<file path="config.mk">
export PLATFORM = sky130hd
export DESIGN_NAME = config_watchdog_autowake
export DESIGN_NICKNAME = d
export VERILOG_FILES = /design/src/core/cfg_wdt_pkg.sv /design/src/core/config_watchdog_autowake.sv /design/src/core/wake_timer.sv /design/src/core/wdt_chain.sv
export SDC_FILE = /design/constraint.sdc
export NUM_CORES = 1
export LEC_CHECK = 0
export BUFFER_PORTS_ARGS = -buffer_cell sky130_fd_sc_hd__buf_2
export CAP_MARGIN = 20
export CORE_MARGIN = 8
export CORE_UTILIZATION = 60
export CTS_BUF_LIST = sky130_fd_sc_hd__clkbuf_4
export DETAILED_ROUTE_END_ITERATION = 10
export GPL_ROUTABILITY_DRIVEN = 0
export GPL_TIMING_DRIVEN = 0
export PLACE_DENSITY = 0.88
export SYNTH_ARGS = -nofsm -noshare
export SYNTH_HDL_FRONTEND = slang
export SYNTH_SLANG_ARGS = --single-unit
export TNS_END_PERCENT = 100
</file>
<file path="constraint.sdc">
create_clock -name mclk -period 6.65 [get_ports mclk]
set_input_delay 0.665 -clock mclk [delete_from_list [all_inputs] [get_ports mclk]]
set_output_delay 0.665 -clock mclk [all_outputs]
set_load 0.02 [all_outputs]
</file>
<file path="src/core/cfg_wdt_pkg.sv">
// Constants and types shared by the option, watchdog and wakeup logic
package cfg_wdt_pkg;

  // Register indices; the byte address is four times the index
  localparam logic [15:0] IDX_PORT_A      = 16'h0000;
  localparam logic [15:0] IDX_KBD_STATUS  = 16'h001A;
  localparam logic [15:0] IDX_KBD_ENABLE  = 16'h001B;
  localparam logic [15:0] IDX_OPTIONS_2   = 16'h001E;
  localparam logic [15:0] IDX_OPTIONS_1   = 16'h001F;
  localparam logic [15:0] IDX_RESET_CAUSE = 16'h0101;
  localparam logic [15:0] IDX_WDT_CLEAR   = 16'hFFFF;
  localparam int          ADDR_W          = 18;

  // Second option register fields
  localparam int BIT_IRQ_PULLUP_DIS = 7;
  localparam int BIT_IRQ_FUNC_EN    = 6;
  localparam int BIT_OSC_OPT_HIGH   = 4;
  localparam int BIT_OSC_OPT_LOW    = 3;
  localparam int BIT_RESET_PIN_EN   = 0;

  // First option register fields
  localparam int BIT_RATE_SELECT    = 7;
  localparam int BIT_MON_STOP_EN    = 6;
  localparam int BIT_MON_RESET_DIS  = 5;
  localparam int BIT_MON_POWER_DIS  = 4;
  localparam int BIT_MON_VOLT_MODE  = 3;
  localparam int BIT_SHORT_RECOVERY = 2;
  localparam int BIT_STOP_ENABLE    = 1;
  localparam int BIT_WDT_DISABLE    = 0;

  // Keyboard, port and cause register fields
  localparam int BIT_WAKE_LATCH     = 6;
  localparam int BIT_KBD_FLAG       = 3;
  localparam int BIT_KBD_ACK        = 2;
  localparam int BIT_KBD_MASK       = 1;
  localparam int BIT_WAKE_IRQ_EN    = 6;
  localparam int BIT_CAUSE_WDT      = 4;

  // Values after reset
  localparam logic [7:0] OPTIONS_1_RESET = 8'h00;
  localparam logic [7:0] OPTIONS_2_RESET = 8'h00;

  // Cycle counts; wakeup periods in ticks
  localparam logic [12:0] RECOVERY_SHORT = 13'h0020;
  localparam logic [12:0] RECOVERY_LONG  = 13'h1000;
  localparam logic [17:0] WDT_SHORT      = 18'h0_1FF0;
  localparam logic [17:0] WDT_LONG       = 18'h3_FFF0;
  localparam logic [14:0] WAKE_SHORT     = 15'h0200;
  localparam logic [14:0] WAKE_LONG      = 15'h4000;
  localparam logic [5:0]  RESET_PIN_LOW  = 6'h20;

  typedef enum logic [1:0] {ST_RUN, ST_STOP, ST_RECOVER} power_state_t;

endpackage

</file>
<file path="src/core/config_watchdog_autowake.sv">
// System options, watchdog, stop recovery and wakeup request logic
`timescale 1ns/100ps
`default_nettype none
// Notes on behaviour
// - option registers accept one write per reset
// - options decoded at indices 1E and 1F
// - reset pin select cleared by power-on only
// - monitor voltage mode cleared by power-on only
// - oscillator field: internal, external, RC, crystal
// - stop recovery 32 or 4096 cycles
// - monitor reset exit forces long recovery
// - stop disabled means illegal opcode
// - disable bit switches the watchdog off
// - watchdog timeout 2^13-16 or 2^18-16
// - wakeup period 2^9 or 2^14 ticks
// - monitor reset and power disables
// - monitor trip mode 5V or 3V
// - irq pullup disable and function enable
// - reset pin function from select bit
// - six-bit counter after twelve-bit prescaler
// - clear-address write clears counter, stages 12-5
// - timeout pulls pin 32 cycles when reset pin select set, always sets cause
// - wakeup latch is read-only pending bit
// - keyboard flag pending, upper bits zero
// - acknowledge clears requests, reads zero
// - mask blocks keyboard and wakeup interrupts
// - wakeup latched only when enabled
// - wakeup latch sits at port bit 6
// - wakeup counter restarts on stop entry
// - stop entry clears the prescaler
module config_watchdog_autowake
  import cfg_wdt_pkg::*;
(
  input  wire logic                          mclk,
  input  wire logic                          rst_n,
  input  wire logic                          por_n,
  input  wire logic [cfg_wdt_pkg::ADDR_W-1:0] avs_address,
  input  wire logic                          avs_read,
  input  wire logic                          avs_write,
  input  wire logic [31:0]                   avs_writedata,
  input  wire logic [3:0]                    avs_byteenable,
  output logic [31:0]                        avs_readdata,
  output logic                               avs_waitrequest,
  input  wire logic                          stop_instr,
  input  wire logic                          ext_wake,
  input  wire logic                          wakeup_rc_tick,
  input  wire logic                          keyboard_pending,
  input  wire logic                          monitor_trip,
  output logic                               illegal_opcode,
  output logic                               stop_mode,
  output logic                               cpu_hold,
  output logic                               keyboard_interrupt_req,
  output logic                               keyboard_acknowledge,
  output logic                               watchdog_reset,
  output logic                               monitor_reset,
  output logic                               monitor_enable,
  output logic                               monitor_voltage_mode,
  output logic                               irq_pin_pullup_enable,
  output logic                               irq_pin_function_enable,
  output logic [3:0]                         oscillator_select,
  output logic                               reset_pin_function_enable,
  output logic                               reset_pin_out,
  output logic                               reset_pin_oe
);
  import cfg_wdt_pkg::*;

  logic         done_q;
  logic         take_rd;
  logic         take_wr;
  logic [15:0]  idx;
  logic [7:0]   wdata;
  logic         opt1_written_q;
  logic         opt2_written_q;
  logic [7:0]   opt1_q;
  logic [7:0]   opt2_q;
  logic         volt_mode_q;
  logic         reset_pin_en_q;
  logic         wr_opt1;
  logic         wr_opt2;
  logic         kbd_mask_q;
  logic         wake_irq_en_q;
  logic         wake_latch_q;
  logic         ack_wr;
  logic         kbd_flag;
  logic         cause_wdt_q;
  logic [5:0]   pin_cnt_q;
  logic         illegal_q;
  logic         ack_q;
  power_state_t state_q;
  logic [12:0]  recover_cnt_q;
  logic         stop_entry;
  logic         wake_event;
  logic         wdt_timeout;
  logic         wake_done;
  logic         monitor_reset_req;
  logic [31:0]  rdata_d;

  // Bus slave: one wait cycle, then the answer
  assign avs_waitrequest = (avs_read | avs_write) & ~done_q;
  assign take_rd = avs_read & ~avs_waitrequest;
  assign take_wr = avs_write & ~avs_waitrequest & avs_byteenable[0];
  assign idx     = avs_address[ADDR_W-1:2];
  assign wdata   = avs_writedata[7:0];

  always_ff @(posedge mclk or negedge rst_n) begin
    if (!rst_n) begin
      done_q <= 1'b0;
    end else begin
      done_q <= (avs_read | avs_write) & ~done_q;
    end
  end

  assign wr_opt1 = take_wr & (idx == IDX_OPTIONS_1) & ~opt1_written_q;
  assign wr_opt2 = take_wr & (idx == IDX_OPTIONS_2) & ~opt2_written_q;
  assign ack_wr  = take_wr & (idx == IDX_KBD_STATUS) & wdata[BIT_KBD_ACK];

  always_ff @(posedge mclk or negedge rst_n) begin
    if (!rst_n) begin
      opt1_written_q <= 1'b0;
      opt2_written_q <= 1'b0;
    end else begin
      if (wr_opt1) begin
        opt1_written_q <= 1'b1;
      end
      if (wr_opt2) begin
        opt2_written_q <= 1'b1;
      end
    end
  end

  // Bits cleared by any reset
  always_ff @(posedge mclk or negedge rst_n) begin
    if (!rst_n) begin
      opt1_q <= OPTIONS_1_RESET;
      opt2_q <= OPTIONS_2_RESET;
    end else begin
      if (wr_opt1) begin
        opt1_q <= wdata;
      end
      if (wr_opt2) begin
        opt2_q <= wdata;
      end
    end
  end

  always_ff @(posedge mclk or negedge por_n) begin
    if (!por_n) begin
      volt_mode_q    <= 1'b0;
      reset_pin_en_q <= 1'b0;
    end else begin
      if (wr_opt1) begin
        volt_mode_q <= wdata[BIT_MON_VOLT_MODE];
      end
      if (wr_opt2) begin
        reset_pin_en_q <= wdata[BIT_RESET_PIN_EN];
      end
    end
  end

  assign irq_pin_pullup_enable   = ~opt2_q[BIT_IRQ_PULLUP_DIS];
  assign irq_pin_function_enable = opt2_q[BIT_IRQ_FUNC_EN];
  assign oscillator_select = 4'h1 << {opt2_q[BIT_OSC_OPT_HIGH],
                                      opt2_q[BIT_OSC_OPT_LOW]};
  assign reset_pin_function_enable = reset_pin_en_q;

  // monitor kept in stop only if powered and its stop enable bit is set
  assign monitor_enable = ~opt1_q[BIT_MON_POWER_DIS] &
                          (state_q != ST_STOP | opt1_q[BIT_MON_STOP_EN]);
  assign monitor_reset_req = monitor_trip & monitor_enable &
                             ~opt1_q[BIT_MON_RESET_DIS];
  assign monitor_reset = monitor_reset_req;
  assign monitor_voltage_mode = volt_mode_q;

  // Stop control
  assign stop_entry = (state_q == ST_RUN) & stop_instr &
                      opt1_q[BIT_STOP_ENABLE];
  assign wake_event = keyboard_interrupt_req | ext_wake;
  assign stop_mode  = (state_q == ST_STOP);
  assign cpu_hold   = (state_q != ST_RUN);

  always_ff @(posedge mclk or negedge rst_n) begin
    if (!rst_n) begin
      state_q       <= ST_RUN;
      recover_cnt_q <= 13'h0000;
    end else begin
      unique case (state_q)
        ST_RUN: begin
          if (stop_entry) begin
            state_q <= ST_STOP;
          end
        end
        ST_STOP: begin
          if (monitor_reset_req) begin
            state_q       <= ST_RECOVER;
            recover_cnt_q <= RECOVERY_LONG - 13'h0001;
          end else if (wake_event) begin
            state_q       <= ST_RECOVER;
            recover_cnt_q <= opt1_q[BIT_SHORT_RECOVERY] ?
                             RECOVERY_SHORT - 13'h0001 :
                             RECOVERY_LONG - 13'h0001;
          end
        end
        ST_RECOVER: begin
          if (recover_cnt_q == 13'h0000) begin
            state_q <= ST_RUN;
          end else begin
            recover_cnt_q <= recover_cnt_q - 13'h0001;
          end
        end
        default: begin
          state_q <= ST_RUN;
        end
      endcase
    end
  end

  always_ff @(posedge mclk or negedge rst_n) begin
    if (!rst_n) begin
      illegal_q <= 1'b0;
    end else begin
      illegal_q <= (state_q == ST_RUN) & stop_instr &
                   ~opt1_q[BIT_STOP_ENABLE];
    end
  end
  assign illegal_opcode = illegal_q;

  wdt_chain u_wdt (
    .mclk        (mclk),
    .rst_n       (rst_n),
    .run_en      (state_q == ST_RUN),
    .wdt_disable (opt1_q[BIT_WDT_DISABLE]),
    .rate_short  (opt1_q[BIT_RATE_SELECT]),
    .service     (take_wr & (idx == IDX_WDT_CLEAR)),
    .stop_clear  (stop_entry),
    .timeout     (wdt_timeout)
  );
  assign watchdog_reset = wdt_timeout;

  wake_timer u_wake (
    .mclk        (mclk),
    .rst_n       (rst_n),
    .active      (state_q == ST_STOP),
    .restart     (stop_entry),
    .tick        (wakeup_rc_tick),
    .rate_short  (opt1_q[BIT_RATE_SELECT]),
    .period_done (wake_done)
  );

  // pin low and cause flag; kept over internal reset
  always_ff @(posedge mclk or negedge por_n) begin
    if (!por_n) begin
      pin_cnt_q   <= 6'h00;
      cause_wdt_q <= 1'b0;
    end else begin
      if (wdt_timeout && reset_pin_en_q) begin
        pin_cnt_q <= RESET_PIN_LOW;
      end else if (pin_cnt_q != 6'h00) begin
        pin_cnt_q <= pin_cnt_q - 6'h01;
      end
      if (wdt_timeout) begin
        cause_wdt_q <= 1'b1;
      end else if (take_rd && idx == IDX_RESET_CAUSE) begin
        cause_wdt_q <= 1'b0;
      end
    end
  end
  assign reset_pin_out = 1'b0;
  assign reset_pin_oe  = (pin_cnt_q != 6'h00);

  // acknowledge clears; a new request wins
  always_ff @(posedge mclk or negedge rst_n) begin
    if (!rst_n) begin
      wake_latch_q <= 1'b0;
    end else if (wake_done && wake_irq_en_q) begin
      wake_latch_q <= 1'b1;
    end else if (ack_wr) begin
      wake_latch_q <= 1'b0;
    end
  end

  always_ff @(posedge mclk or negedge rst_n) begin
    if (!rst_n) begin
      kbd_mask_q    <= 1'b0;
      wake_irq_en_q <= 1'b0;
      ack_q         <= 1'b0;
    end else begin
      ack_q <= ack_wr;
      if (take_wr && idx == IDX_KBD_STATUS) begin
        kbd_mask_q <= wdata[BIT_KBD_MASK];
      end
      if (take_wr && idx == IDX_KBD_ENABLE) begin
        wake_irq_en_q <= wdata[BIT_WAKE_IRQ_EN];
      end
    end
  end
  // Keyboard side clears its own request on this pulse
  assign keyboard_acknowledge = ack_q;

  assign kbd_flag = wake_latch_q | keyboard_pending;
  assign keyboard_interrupt_req = kbd_flag & ~kbd_mask_q;

  // Read mux; unmapped addresses read zero
  always_comb begin
    rdata_d = 32'h0000_0000;
    unique case (idx)
      IDX_PORT_A:      rdata_d[BIT_WAKE_LATCH] = wake_latch_q;
      IDX_KBD_STATUS: begin
        rdata_d[BIT_KBD_FLAG] = kbd_flag;
        rdata_d[BIT_KBD_MASK] = kbd_mask_q;
      end
      IDX_KBD_ENABLE:  rdata_d[BIT_WAKE_IRQ_EN] = wake_irq_en_q;
      IDX_OPTIONS_1: begin
        rdata_d[7:0] = opt1_q;
        rdata_d[BIT_MON_VOLT_MODE] = volt_mode_q;
      end
      IDX_OPTIONS_2: begin
        rdata_d[7:0] = opt2_q;
        rdata_d[BIT_RESET_PIN_EN] = reset_pin_en_q;
      end
      IDX_RESET_CAUSE: rdata_d[BIT_CAUSE_WDT] = cause_wdt_q;
      default:         rdata_d = 32'h0000_0000;
    endcase
  end

  always_ff @(posedge mclk or negedge rst_n) begin
    if (!rst_n) begin
      avs_readdata <= 32'h0000_0000;
    end else if (avs_read && !done_q) begin
      avs_readdata <= rdata_d;
    end
  end
endmodule
`default_nettype wire

</file>
<file path="src/core/wake_timer.sv">
// Wakeup period counter, active only in stop
`timescale 1ns/100ps
`default_nettype none
module wake_timer
  import cfg_wdt_pkg::*;
(
  input  wire logic mclk,
  input  wire logic rst_n,
  input  wire logic active,
  input  wire logic restart,
  input  wire logic tick,
  input  wire logic rate_short,
  output logic      period_done
);
  logic [14:0] cnt_q;
  logic [14:0] period;

  assign period = rate_short ? WAKE_SHORT : WAKE_LONG;

  always_ff @(posedge mclk or negedge rst_n) begin
    if (!rst_n) begin
      cnt_q       <= 15'h0000;
      period_done <= 1'b0;
    end else if (restart) begin
      cnt_q       <= 15'h0000;
      period_done <= 1'b0;
    end else begin
      period_done <= 1'b0;
      if (active && tick) begin
        if (cnt_q == period - 15'h0001) begin
          cnt_q       <= 15'h0000;
          period_done <= 1'b1;
        end else begin
          cnt_q <= cnt_q + 15'h0001;
        end
      end
    end
  end
endmodule
`default_nettype wire

</file>
<file path="src/core/wdt_chain.sv">
// Watchdog prescaler and counter chain
`timescale 1ns/100ps
`default_nettype none
module wdt_chain
  import cfg_wdt_pkg::*;
(
  input  wire logic mclk,
  input  wire logic rst_n,
  input  wire logic run_en,
  input  wire logic wdt_disable,
  input  wire logic rate_short,
  input  wire logic service,
  input  wire logic stop_clear,
  output logic      timeout
);
  logic [11:0] pre_q;
  logic [5:0]  wdt_q;
  logic [17:0] limit;
  logic        hit;

  assign limit = rate_short ? WDT_SHORT : WDT_LONG;
  assign hit = run_en & ~wdt_disable &
               ({wdt_q, pre_q} == limit - 18'h0_0001);

  always_ff @(posedge mclk or negedge rst_n) begin
    if (!rst_n) begin
      pre_q <= 12'h000;
    end else if (stop_clear || hit) begin
      pre_q <= 12'h000;
    end else if (service) begin
      pre_q <= {8'h00, pre_q[3:0]};
    end else if (run_en) begin
      pre_q <= pre_q + 12'h001;
    end
  end

  always_ff @(posedge mclk or negedge rst_n) begin
    if (!rst_n) begin
      wdt_q <= 6'h00;
    end else if (wdt_disable || service || hit) begin
      wdt_q <= 6'h00;
    end else if (run_en && pre_q == 12'hFFF) begin
      wdt_q <= wdt_q + 6'h01;
    end
  end

  always_ff @(posedge mclk or negedge rst_n) begin
    if (!rst_n) begin
      timeout <= 1'b0;
    end else begin
      timeout <= hit;
    end
  end
endmodule
`default_nettype wire
</file>
==> impl_metrics.tcl, run 1 <==
set metrics [dict create \
    status "finished clean" \
    firstDrtPassIters 5 \
    syn_to_final_growth_pct 13.95 \
    cts_made_buffers 9 \
    path_max_fanout 8 \
    finalPower_w 0.001223 \
    clk_latency_ns 0.44 \
    fmax_mhz 371.7 \
    drt-initial-drc-count 290 \
    critical_path_class "input pin to flip-flop" \
    grt_pass1_wl_um 18660 \
    slew_viol_final 0 \
    syn_avg_cell_area_um2 9.674 \
    synth_cells 496 \
    fin_tns_setup_ns 0 \
    relSlewSlack 0.3257 \
    die_w_um 105.4 \
    num_vias 4030 \
    fin_util 0.7076 \
    h-tree-depth 3 \
    fin_ws_ns 3.959 \
    cp_num_buf_inv 1 \
    critical_path.startpoint_type "input pin" \
    yosys_warnings 0 \
    synth_seq_cells 89 \
    cp.arrival_ns 3.01 \
    slowest_stage "nor3b_2" \
    required_ns 6.97 \
    layout-drive-gt1-share 0.2282 \
    reg2reg_from "u_wake.cnt_q[3]" \
    synth_ff_type "dfrtp_1" \
    rsz0062_at_grt "no" \
    grt_pass1_vias 4051 \
    skew_ns 0.02400 \
    clk_path_buf_depth 2 \
    crit_family "simple AND/OR/NAND/NOR gates" \
    core_area_um2 7727 \
    dp_hpwl_um 8506 \
    syn-cell-area_um2 4798 \
    clock-sinks 89 \
    gr-total-overflow 0 \
    reg2regPathDepth 5 \
    p_leak_nw 2.545 \
    synth_edf_count 0 \
    synth_cell_types 62 \
    fp-row-count 32 \
    powerDensity_nw_per_um2 223.7 \
    cts-root-buf "clkbuf_4" \
    ios 115 \
    setup_viol 0 \
    crit_chain "buf_2 -> nor4_1 -> nand4b_1 -> nor3_2 -> nor3b_2 -> mux2_2" \
    track_usage 0.1991 \
    drc 0 \
    async_flop_share 1.000 \
    r2r-end "u_wake.cnt_q[2]" \
    period_share 0.4046 \
    antenna_left 0 \
    cts_tree "yes" \
    wl_per_cell_um 15.88 \
    grt_antenna_before_repair 1 \
    grt_max_degree 53 \
    stdcell_area_um2 5468 \
    drt-total-wl_um 11080 \
    fin_crit_ns 2.691 \
    cts_hold_buf 0 \
    die-area_um2 11110 \
    viasPerCell 5.774 \
    post_cts_buffers 0 \
    path_clk_slew_ns 0.15 \
    ir_drop_v 0.0001565 \
    cts_resized 0 \
    maxCapViolCount 0 \
    final_hold_viol_count 0 \
    tightest_slew_ns 1.003 \
    die-height_um 105.4 \
    holdCritPathClass "input pin to async pin" \
    r2r_slack_ns 4.13 \
    ys_seq_area_frac 0.4641 \
    start_util 0.6210 \
    dpl_worst_slack_ns 3.539 \
    end_kind "flip-flop" \
    port_buffers 59 \
    n_antenna_cell 0 \
    placed_area_um2 5341 \
    critPathMaxStageDelay_ns 0.73 \
    nNetsFinal 661 \
]
[worst max path at each step]
stage,slack (ns),to,start,cells past startpoint
after detailed placement,3.54,opt1_q[4],avs_address[15],6
after global placement,3.62,opt1_q[4],avs_address[15],6
after floorplan,4.12,opt2_q[1],avs_address[15],6
after global routing,3.81,opt1_q[6],avs_address[15],6
final,3.96,opt1_q[6],avs_address[15],6
after CTS,4.01,opt1_q[6],avs_address[15],6
[metal layers]
metal | GRT usage | part of all wire | vias up
met1 | 0.2359 | 0.41 | 1945
met3 | 0.05542 | 0.072 | 30
met2 | 0.3327 | 0.49 | 134
met5 | 0 | 0.00072 | -
met4 | 0.08359 | 0.028 | 2
li1 | - | - | 1919
[state kept, by name, summed over array words and instances (netlist names), 2 cells and up]
signal,cells
pin_cnt_q,6
u_wake.cnt_q,15
state_q,2
opt1_q,7
u_wdt.wdt_q,6
u_wdt.pre_q,12
recover_cnt_q,13
opt2_q,7
avs_readdata,8
[worst reg2reg max path, stage by stage (launching register included)]
cell     delay [ns]
dfrtp_1        0.46
nand4_1        0.20
or3_1          0.43
or2_2          0.34
o31ai_1        0.82
nor2_1         0.14
[where the power goes]
group | internal (W) | total (W) | switching, W | leakage, nW
clock network | 0.0000853 | 0.000284 | 0.000199 | 0.0717
logic | 0.000115 | 0.000261 | 0.000146 | 1.34
registers | 0.000608 | 0.000678 | 0.0000703 | 1.13
[kinds of logic (layout without fill, tap and decap cells)]
kind of cell | Yosys count | in the layout | synth area share
AND/OR/NAND/NOR | 211 | 211 | 0.2316
flip-flops | 89 | 89 | 0.4641
AO/OA/AOI/OAI | 77 | 77 | 0.1124
buffers and inverters | 59 | 135 | 0.06623
XOR/XNOR | 27 | 27 | 0.04928
multiplexers | 26 | 26 | 0.05997
adder cells (fa/ha/maj) | 6 | 6 | 0.01564
other | 1 | 25 | 0.0007815
[stage by stage]
stage,hold WS (ns),instances
floorplan,0.3694,520
CTS,0.04019,698
global route,0.04850,698
global placement,0.4483,681
detailed placement,0.4754,682
finish,0.05736,698
[layout by cell type (no fill, tap or decap), types with 12 or more instances in the layout]
cell type,instances
conb_1,25
nor3_1,16
nand2_1,38
xnor2_1,16
nand4_1,12
nor4_1,13
dfrtp_1,89
mux2_2,22
buf_2,60
a21oi_1,17
inv_1,20
nand3_1,28
o21ai_0,17
buf_4,26
nor2_1,56
[final cells by class]
type	count	area, um^2
multi-input combinational	372	2344
fill	587	2260
sequential	89	2227
timing repair buffer	60	325.3
buffer	38	239.0
tap	102	127.6
inverter	21	78.83
clock buffer	9	67.56
clock inverter	7	58.81
[cell usage after synthesis (7+ instances only)]
library cell / number / area [um^2]
nor4_1: 13 / 81.33
xor2_1: 11 / 96.34
nor3_1: 16 / 80.08
clkbuf_1: 10 / 37.54
nand4_1: 12 / 75.07
nor2_1: 56 / 210.2
nand3_1: 28 / 140.1
mux2_2: 22 / 247.7
dfrtp_1: 89 / 2227
o21ai_0: 17 / 85.08
buf_4: 25 / 187.7
xnor2_1: 16 / 140.1
a21oi_1: 17 / 85.08
nand2_1: 38 / 142.6
inv_1: 20 / 75.07
or3_1: 7 / 43.79
Note: power is estimated with default switching activity, not from simulation.
==> run 2, diff against run 1 <==
--- a/config.mk
+++ b/config.mk
@@ -8,12 +8,12 @@
 export BUFFER_PORTS_ARGS = -buffer_cell sky130_fd_sc_hd__buf_2
 export CAP_MARGIN = 20
 export CORE_MARGIN = 8
-export CORE_UTILIZATION = 60
+export CORE_UTILIZATION = 56
 export CTS_BUF_LIST = sky130_fd_sc_hd__clkbuf_4
 export DETAILED_ROUTE_END_ITERATION = 10
 export GPL_ROUTABILITY_DRIVEN = 0
 export GPL_TIMING_DRIVEN = 0
-export PLACE_DENSITY = 0.88
+export PLACE_DENSITY = 0.83
 export SYNTH_ARGS = -nofsm -noshare
 export SYNTH_HDL_FRONTEND = slang
 export SYNTH_SLANG_ARGS = --single-unit
==> constraint.sdc (replaced) <==
create_clock -name mclk -period 2.7 [get_ports mclk]
set_input_delay 0.27 -clock mclk [delete_from_list [all_inputs] [get_ports mclk]]
set_output_delay 0.27 -clock mclk [all_outputs]
set_load 0.02 [all_outputs]
==> run 2 against run 1 <==
  * Clock skew decreased by 0.0044 ns
  * Wire length is 3.5% higher
  * First-iteration DRC count shrank 9.7%
  * Register-to-register slack got worse by 3.9 ns
  * Critical endpoint is now u_wake.cnt_q[5]
  * Sequential share of layout area fell by 0.60 points
  * Critical path depth shrank 1
  * Largest cell class unchanged
  * Total power increased to 2.7 times the previous value
  * Die area increased by 6.0%
  * Clock-buffer cell count is the same
==> impl_metrics.tcl, run 2 (same netlist as run 1, synthesis figures left out) <==
set metrics [dict create \
    path_max_fanout 8 \
    finalPower_w 0.003256 \
    end_kind "flip-flop" \
    post_cts_buffers 0 \
    final.fill_count 643 \
    die-area_um2 11790 \
    p_sw_w 0.001005 \
    fin_tns_setup_ns 0 \
    startpoint "u_wake.cnt_q[3]" \
    power.internal_w 0.002251 \
    status "finished clean" \
    critical_path.startpoint_type "flip-flop" \
    skew_ns 0.01963 \
    cp.arrival_ns 2.77 \
    tightest_slew_ns 0.9666 \
    clk_latency_ns 0.45 \
    r2r-end "u_wake.cnt_q[5]" \
    largestRegisters "u_wake.cnt_q: 15 flops, recover_cnt_q: 13 flops, u_wdt.pre_q: 12 flops" \
    p_comb_frac 0.194 \
    p_leak_nw 2.580 \
    grt_pass1_vias 3995 \
    drc 0 \
    reg2regPathDepth 5 \
    dp_hpwl_um 8551 \
    grt_pass1_wl_um 18910 \
    hp-start "avs_writedata[5]" \
    cts-root-buf "clkbuf_4" \
    crit_chain "nand4_1 -> or3_1 -> or2_2 -> o31ai_1 -> nor2_1" \
    fp-row-count 33 \
    slew_viol_final 0 \
    stdcell_area_um2 5549 \
    holdCritPathClass "input pin to flip-flop" \
    die-height_um 108.6 \
    slowest_stage "o31ai_1" \
    worst_hold_path.endpoint "opt2_q[5]" \
    final_hold_viol_count 0 \
    antenna_left 0 \
    fmax_mhz 402.9 \
    cts_resized 0 \
    required_ns 2.99 \
    drt-initial-drc-count 262 \
    ios 115 \
    n_antenna_cell 0 \
    firstDrtPassIters 5 \
    clock-sinks 89 \
    regArea_um2 2227 \
    powerDensity_nw_per_um2 586.8 \
    core_area_um2 8258 \
    fin_crit_ns 2.482 \
    period_share 0.9192 \
    start_util 0.5811 \
    clock_power_share 0.292 \
    layout-drive-gt1-share 0.2274 \
    relSlewSlack 0.3501 \
    p_sw_frac 0.3086 \
    path_clk_slew_ns 0.15 \
    syn_to_final_growth_pct 15.65 \
    clk_path_buf_depth 2 \
    h-tree-depth 3 \
    port_buffers 59 \
    gr-total-overflow 0 \
    holdPathStages 2 \
    nNetsFinal 663 \
    multi_input_area_um2 2344 \
    cts_tree "yes" \
    viasPerCell 5.741 \
    wl_per_cell_um 16.31 \
    top_register "u_wake.cnt_q" \
    mostFrequentLayoutCell "dfrtp_1" \
    critPathMaxStageDelay_ns 0.79 \
    cp_num_buf_inv 0 \
    placedCellCount 685 \
    ir_drop_v 0.0002766 \
    setup_viol 0 \
    critical_path_class "flip-flop to flip-flop" \
    reg2reg_from "u_wake.cnt_q[3]" \
    largest_register_ffs 15 \
    crit_family "simple AND/OR/NAND/NOR gates" \
    placed_area_um2 5345 \
    drt-total-wl_um 11460 \
    num_vias 4036 \
    p_seq_frac 0.514 \
    maxCapViolCount 0 \
    die_w_um 108.6 \
    rsz0062_at_grt "no" \
    final_cells 703 \
    grt_max_degree 68 \
    fin_util 0.6720 \
    cts_made_buffers 9 \
    r2r_slack_ns 0.22 \
    grt_antenna_before_repair 0 \
    layout_common_cells "dfrtp_1, buf_2, nor2_1" \
    track_usage 0.2004 \
]
[run 2: cell types whose count changed in the layout (fill, tap and decap cells not counted), sizes merged]
cell / previous run / this run
bufinv: 0 / 3
clkinv: 2 / 3
dlygate4sd3: 0 / 2
inv: 26 / 22
[run 2: timing repair]
action                                 CTS  global route
hold buffers                             2             0
endpoints found under the hold margin   89             0
setup endpoints to repair                0             0
[run 2: power groups by stage]
stage                     logic [W]  clock network [W]  registers, W
after detailed placement   0.000629                  0       0.00170
after global routing       0.000718            0.00101       0.00170
after floorplan            0.000459                  0       0.00167
after global placement     0.000600                  0       0.00168
final                      0.000632           0.000950       0.00167
after CTS                  0.000635           0.000959       0.00167
[run 2: layout make-up]
class	count	area share
Buffer	38	0.04307
Clock buffer	9	0.01218
Clock inverter	7	0.02097
Inverter	21	0.01421
Multi-Input combinational cell	372	0.4223
Sequential cell	89	0.4014
Tap cell	105	0.02368
Timing Repair Buffer	62	0.06223
[run 2: worst max-delay path by stage]
| stage | endpoint | slack [ns] | depth (start not counted) |
|---|---|---|---|
| 2_1_floorplan | opt2_q[1] | 0.56 | 6 |
| 3_3_place_gp | opt1_q[4] | 0.06 | 6 |
| 3_5_place_dp | opt1_q[6] | -0.04 | 6 |
| 4_1_cts | u_wake.cnt_q[5] | 0.22 | 5 |
| 5_1_grt | u_wake.cnt_q[5] | 0.05 | 5 |
| 6_report | u_wake.cnt_q[5] | 0.22 | 5 |
[run 2: metrics by stage]
| stage | worst slack (ns) | hold slack [ns] |
|---|---|---|
| after floorplan | 0.5611 | -0.02559 |
| after global placement | 0.06423 | 0.1400 |
| after detailed placement | -0.03854 | 0.1414 |
| after CTS | 0.2239 | 0.04186 |
| after global routing | 0.04707 | 0.03255 |
| final | 0.2181 | 0.05436 |
[run 2: routing by layer]
layer | wire length (um) | up-vias | track usage
met2 | 5612 | 129 | 0.3300
li1 | - | 1928 | -
met1 | 4763 | 1957 | 0.2439
met4 | 236 | 0 | 0.07918
met5 | 0 | - | 0
met3 | 852 | 22 | 0.05592
[run 2: worst reg2reg max path, cell delays in order, from the launching register on]
cell and delay (ns):
dfrtp_1 0.46, nand4_1 0.18, or3_1 0.43, or2_2 0.34, o31ai_1 0.79, nor2_1 0.13
==> run 3, diff against run 2 <==
--- a/config.mk
+++ b/config.mk
@@ -13,7 +13,7 @@
 export DETAILED_ROUTE_END_ITERATION = 10
 export GPL_ROUTABILITY_DRIVEN = 0
 export GPL_TIMING_DRIVEN = 0
-export PLACE_DENSITY = 0.83
+export PLACE_DENSITY = 0.91
 export SYNTH_ARGS = -nofsm -noshare
 export SYNTH_HDL_FRONTEND = slang
 export SYNTH_SLANG_ARGS = --single-unit
==> run 3 against run 2 <==
  * Cell count unchanged
  * Critical path type unchanged
  * Largest cell class unchanged
  * Largest power group unchanged
  * Cell area shrank 1.0%
  * Flip-flop and latch count unchanged
  * Highest routed layer is now met5
  * Critical endpoint is now recover_cnt_q[8]
==> impl_metrics.tcl, run 3 (same netlist as run 1, synthesis figures left out) <==
set metrics [dict create \
    p_sw_w 0.001039 \
    required_ns 3.07 \
    largestRegisters "u_wake.cnt_q: 15 flops, recover_cnt_q: 13 flops, u_wdt.pre_q: 12 flops" \
    maxCapViolCount 0 \
    ios 115 \
    cts_made_buffers 9 \
    status "finished clean" \
    clk_path_buf_depth 2 \
    grt_pass1_wl_um 18370 \
    p_leak_nw 2.551 \
    cp.arrival_ns 2.86 \
    gr-total-overflow 0 \
    layout_common_cells "dfrtp_1, buf_2, nor2_1" \
    period_share 0.9224 \
    crit_end "recover_cnt_q[8]" \
    reg2regPathDepth 5 \
    regArea_um2 2227 \
    clk_latency_ns 0.46 \
    fin_tns_setup_ns 0 \
    fmax_mhz 401.5 \
    cts_hold_buf 2 \
    core_area_um2 8258 \
    n_antenna_cell 0 \
    num_vias 4122 \
    p_comb_frac 0.211 \
    rsz0062_at_grt "no" \
    layout-drive-gt1-share 0.2274 \
    drt-initial-drc-count 261 \
    start_util 0.5811 \
    viasPerCell 5.863 \
    die-area_um2 11790 \
    multi_input_area_um2 2344 \
    holdWs_ns 0.05541 \
    die-height_um 108.6 \
    antenna_left 0 \
    fp-row-count 33 \
    slew_viol_final 0 \
    mostFrequentLayoutCell "dfrtp_1" \
    startpoint "recover_cnt_q[7]" \
    path_clk_slew_ns 0.17 \
    syn_to_final_growth_pct 14.47 \
    cts_resized 0 \
    relSlewSlack 0.3513 \
    firstDrtPassIters 5 \
    largest_register_ffs 15 \
    holdPathStages 2 \
    cts_tree "yes" \
    r2r-end "recover_cnt_q[8]" \
    setup_viol 0 \
    ir_drop_v 0.0002769 \
    fin_crit_ns 2.490 \
    tightest_slew_ns 0.9649 \
    drt-total-wl_um 10870 \
    top_register "u_wake.cnt_q" \
    grt_pass1_vias 3995 \
    h-tree-depth 3 \
    wl_per_cell_um 15.46 \
    track_usage 0.1896 \
    p_seq_frac 0.553 \
    skew_ns 0.02517 \
    grt_max_degree 61 \
    r2r_slack_ns 0.21 \
    final.fill_count 607 \
    grt_antenna_before_repair 1 \
    reg2reg_from "recover_cnt_q[7]" \
    critical_path_class "flip-flop to flip-flop" \
    path_max_fanout 10 \
    port_buffers 59 \
    die_w_um 108.6 \
    final_hold_viol_count 0 \
    dp_hpwl_um 8327 \
    p_sw_frac 0.3430 \
    cts-root-buf "clkbuf_4" \
    power.internal_w 0.001991 \
    critical_path.startpoint_type "flip-flop" \
    clock-sinks 89 \
    post_cts_buffers 0 \
    clock_power_share 0.236 \
    holdCritPathClass "input pin to flip-flop" \
    end_kind "flip-flop" \
    drc 0 \
    nNetsFinal 663 \
    powerDensity_nw_per_um2 551.7 \
]
==> run 3: final cells by class <==
cell class | instances | area share
repair buffers | 62 | 0.06287
flip-flops and latches | 89 | 0.4055
well taps | 105 | 0.02392
clock inverters | 7 | 0.01093
multi-input cells | 372 | 0.4267
inverters | 21 | 0.01435
clock buffers | 9 | 0.01230
plain buffers | 38 | 0.04351
==> run 3: routing by layer <==
metal  up-vias  part of all wire  track usage
met1      2011              0.41       0.2334
met2       148              0.48       0.3121
met4         2             0.026      0.07429
li1       1932                 -            -
met3        29             0.076      0.04938
met5         -            0.0011            0
==> run 3: worst min-delay path by stage <==
stage | startpoint | end | slack, ns
floorplan | rst_n | avs_readdata[0] | -0.03
global placement | por_n | pin_cnt_q[3] | 0.14
detailed placement | por_n | pin_cnt_q[3] | 0.14
CTS | avs_writedata[7] | opt2_q[7] | 0.04
global route | avs_writedata[5] | opt1_q[5] | 0.03
finish | avs_writedata[5] | opt2_q[5] | 0.06
==> run 3: power groups by stage <==
stage | clock network, W | registers (W) | logic (W)
CTS | 0.000723 | 0.00167 | 0.000644
global route | 0.000769 | 0.00170 | 0.000721
floorplan | 0 | 0.00167 | 0.000459
global placement | 0 | 0.00168 | 0.000595
finish | 0.000714 | 0.00168 | 0.000640
detailed placement | 0 | 0.00170 | 0.000635
==> run 3: metrics by stage <==
stage          area [um^2]  cells  setup WS [ns]  power [W]    util
6_report              5493    703         0.2096   0.003030  0.6652
5_1_grt               5493    703        0.02449   0.003190  0.6652
4_1_cts               5493    703         0.2565   0.003038  0.6652
3_5_place_dp          5345    685      -0.008989   0.002332  0.6473
3_3_place_gp          5315    684        0.07555   0.002276  0.6436
2_1_floorplan         4888    520         0.5611   0.002131       -
==> run 3: worst max-delay path, stage by stage, from the launching register on <==
cell and delay (ns):
dfrtp_1 0.48, nor4_1 0.54, nand4b_1 0.38, a22oi_2 0.50, o21ba_2 0.23, o221a_2 0.27
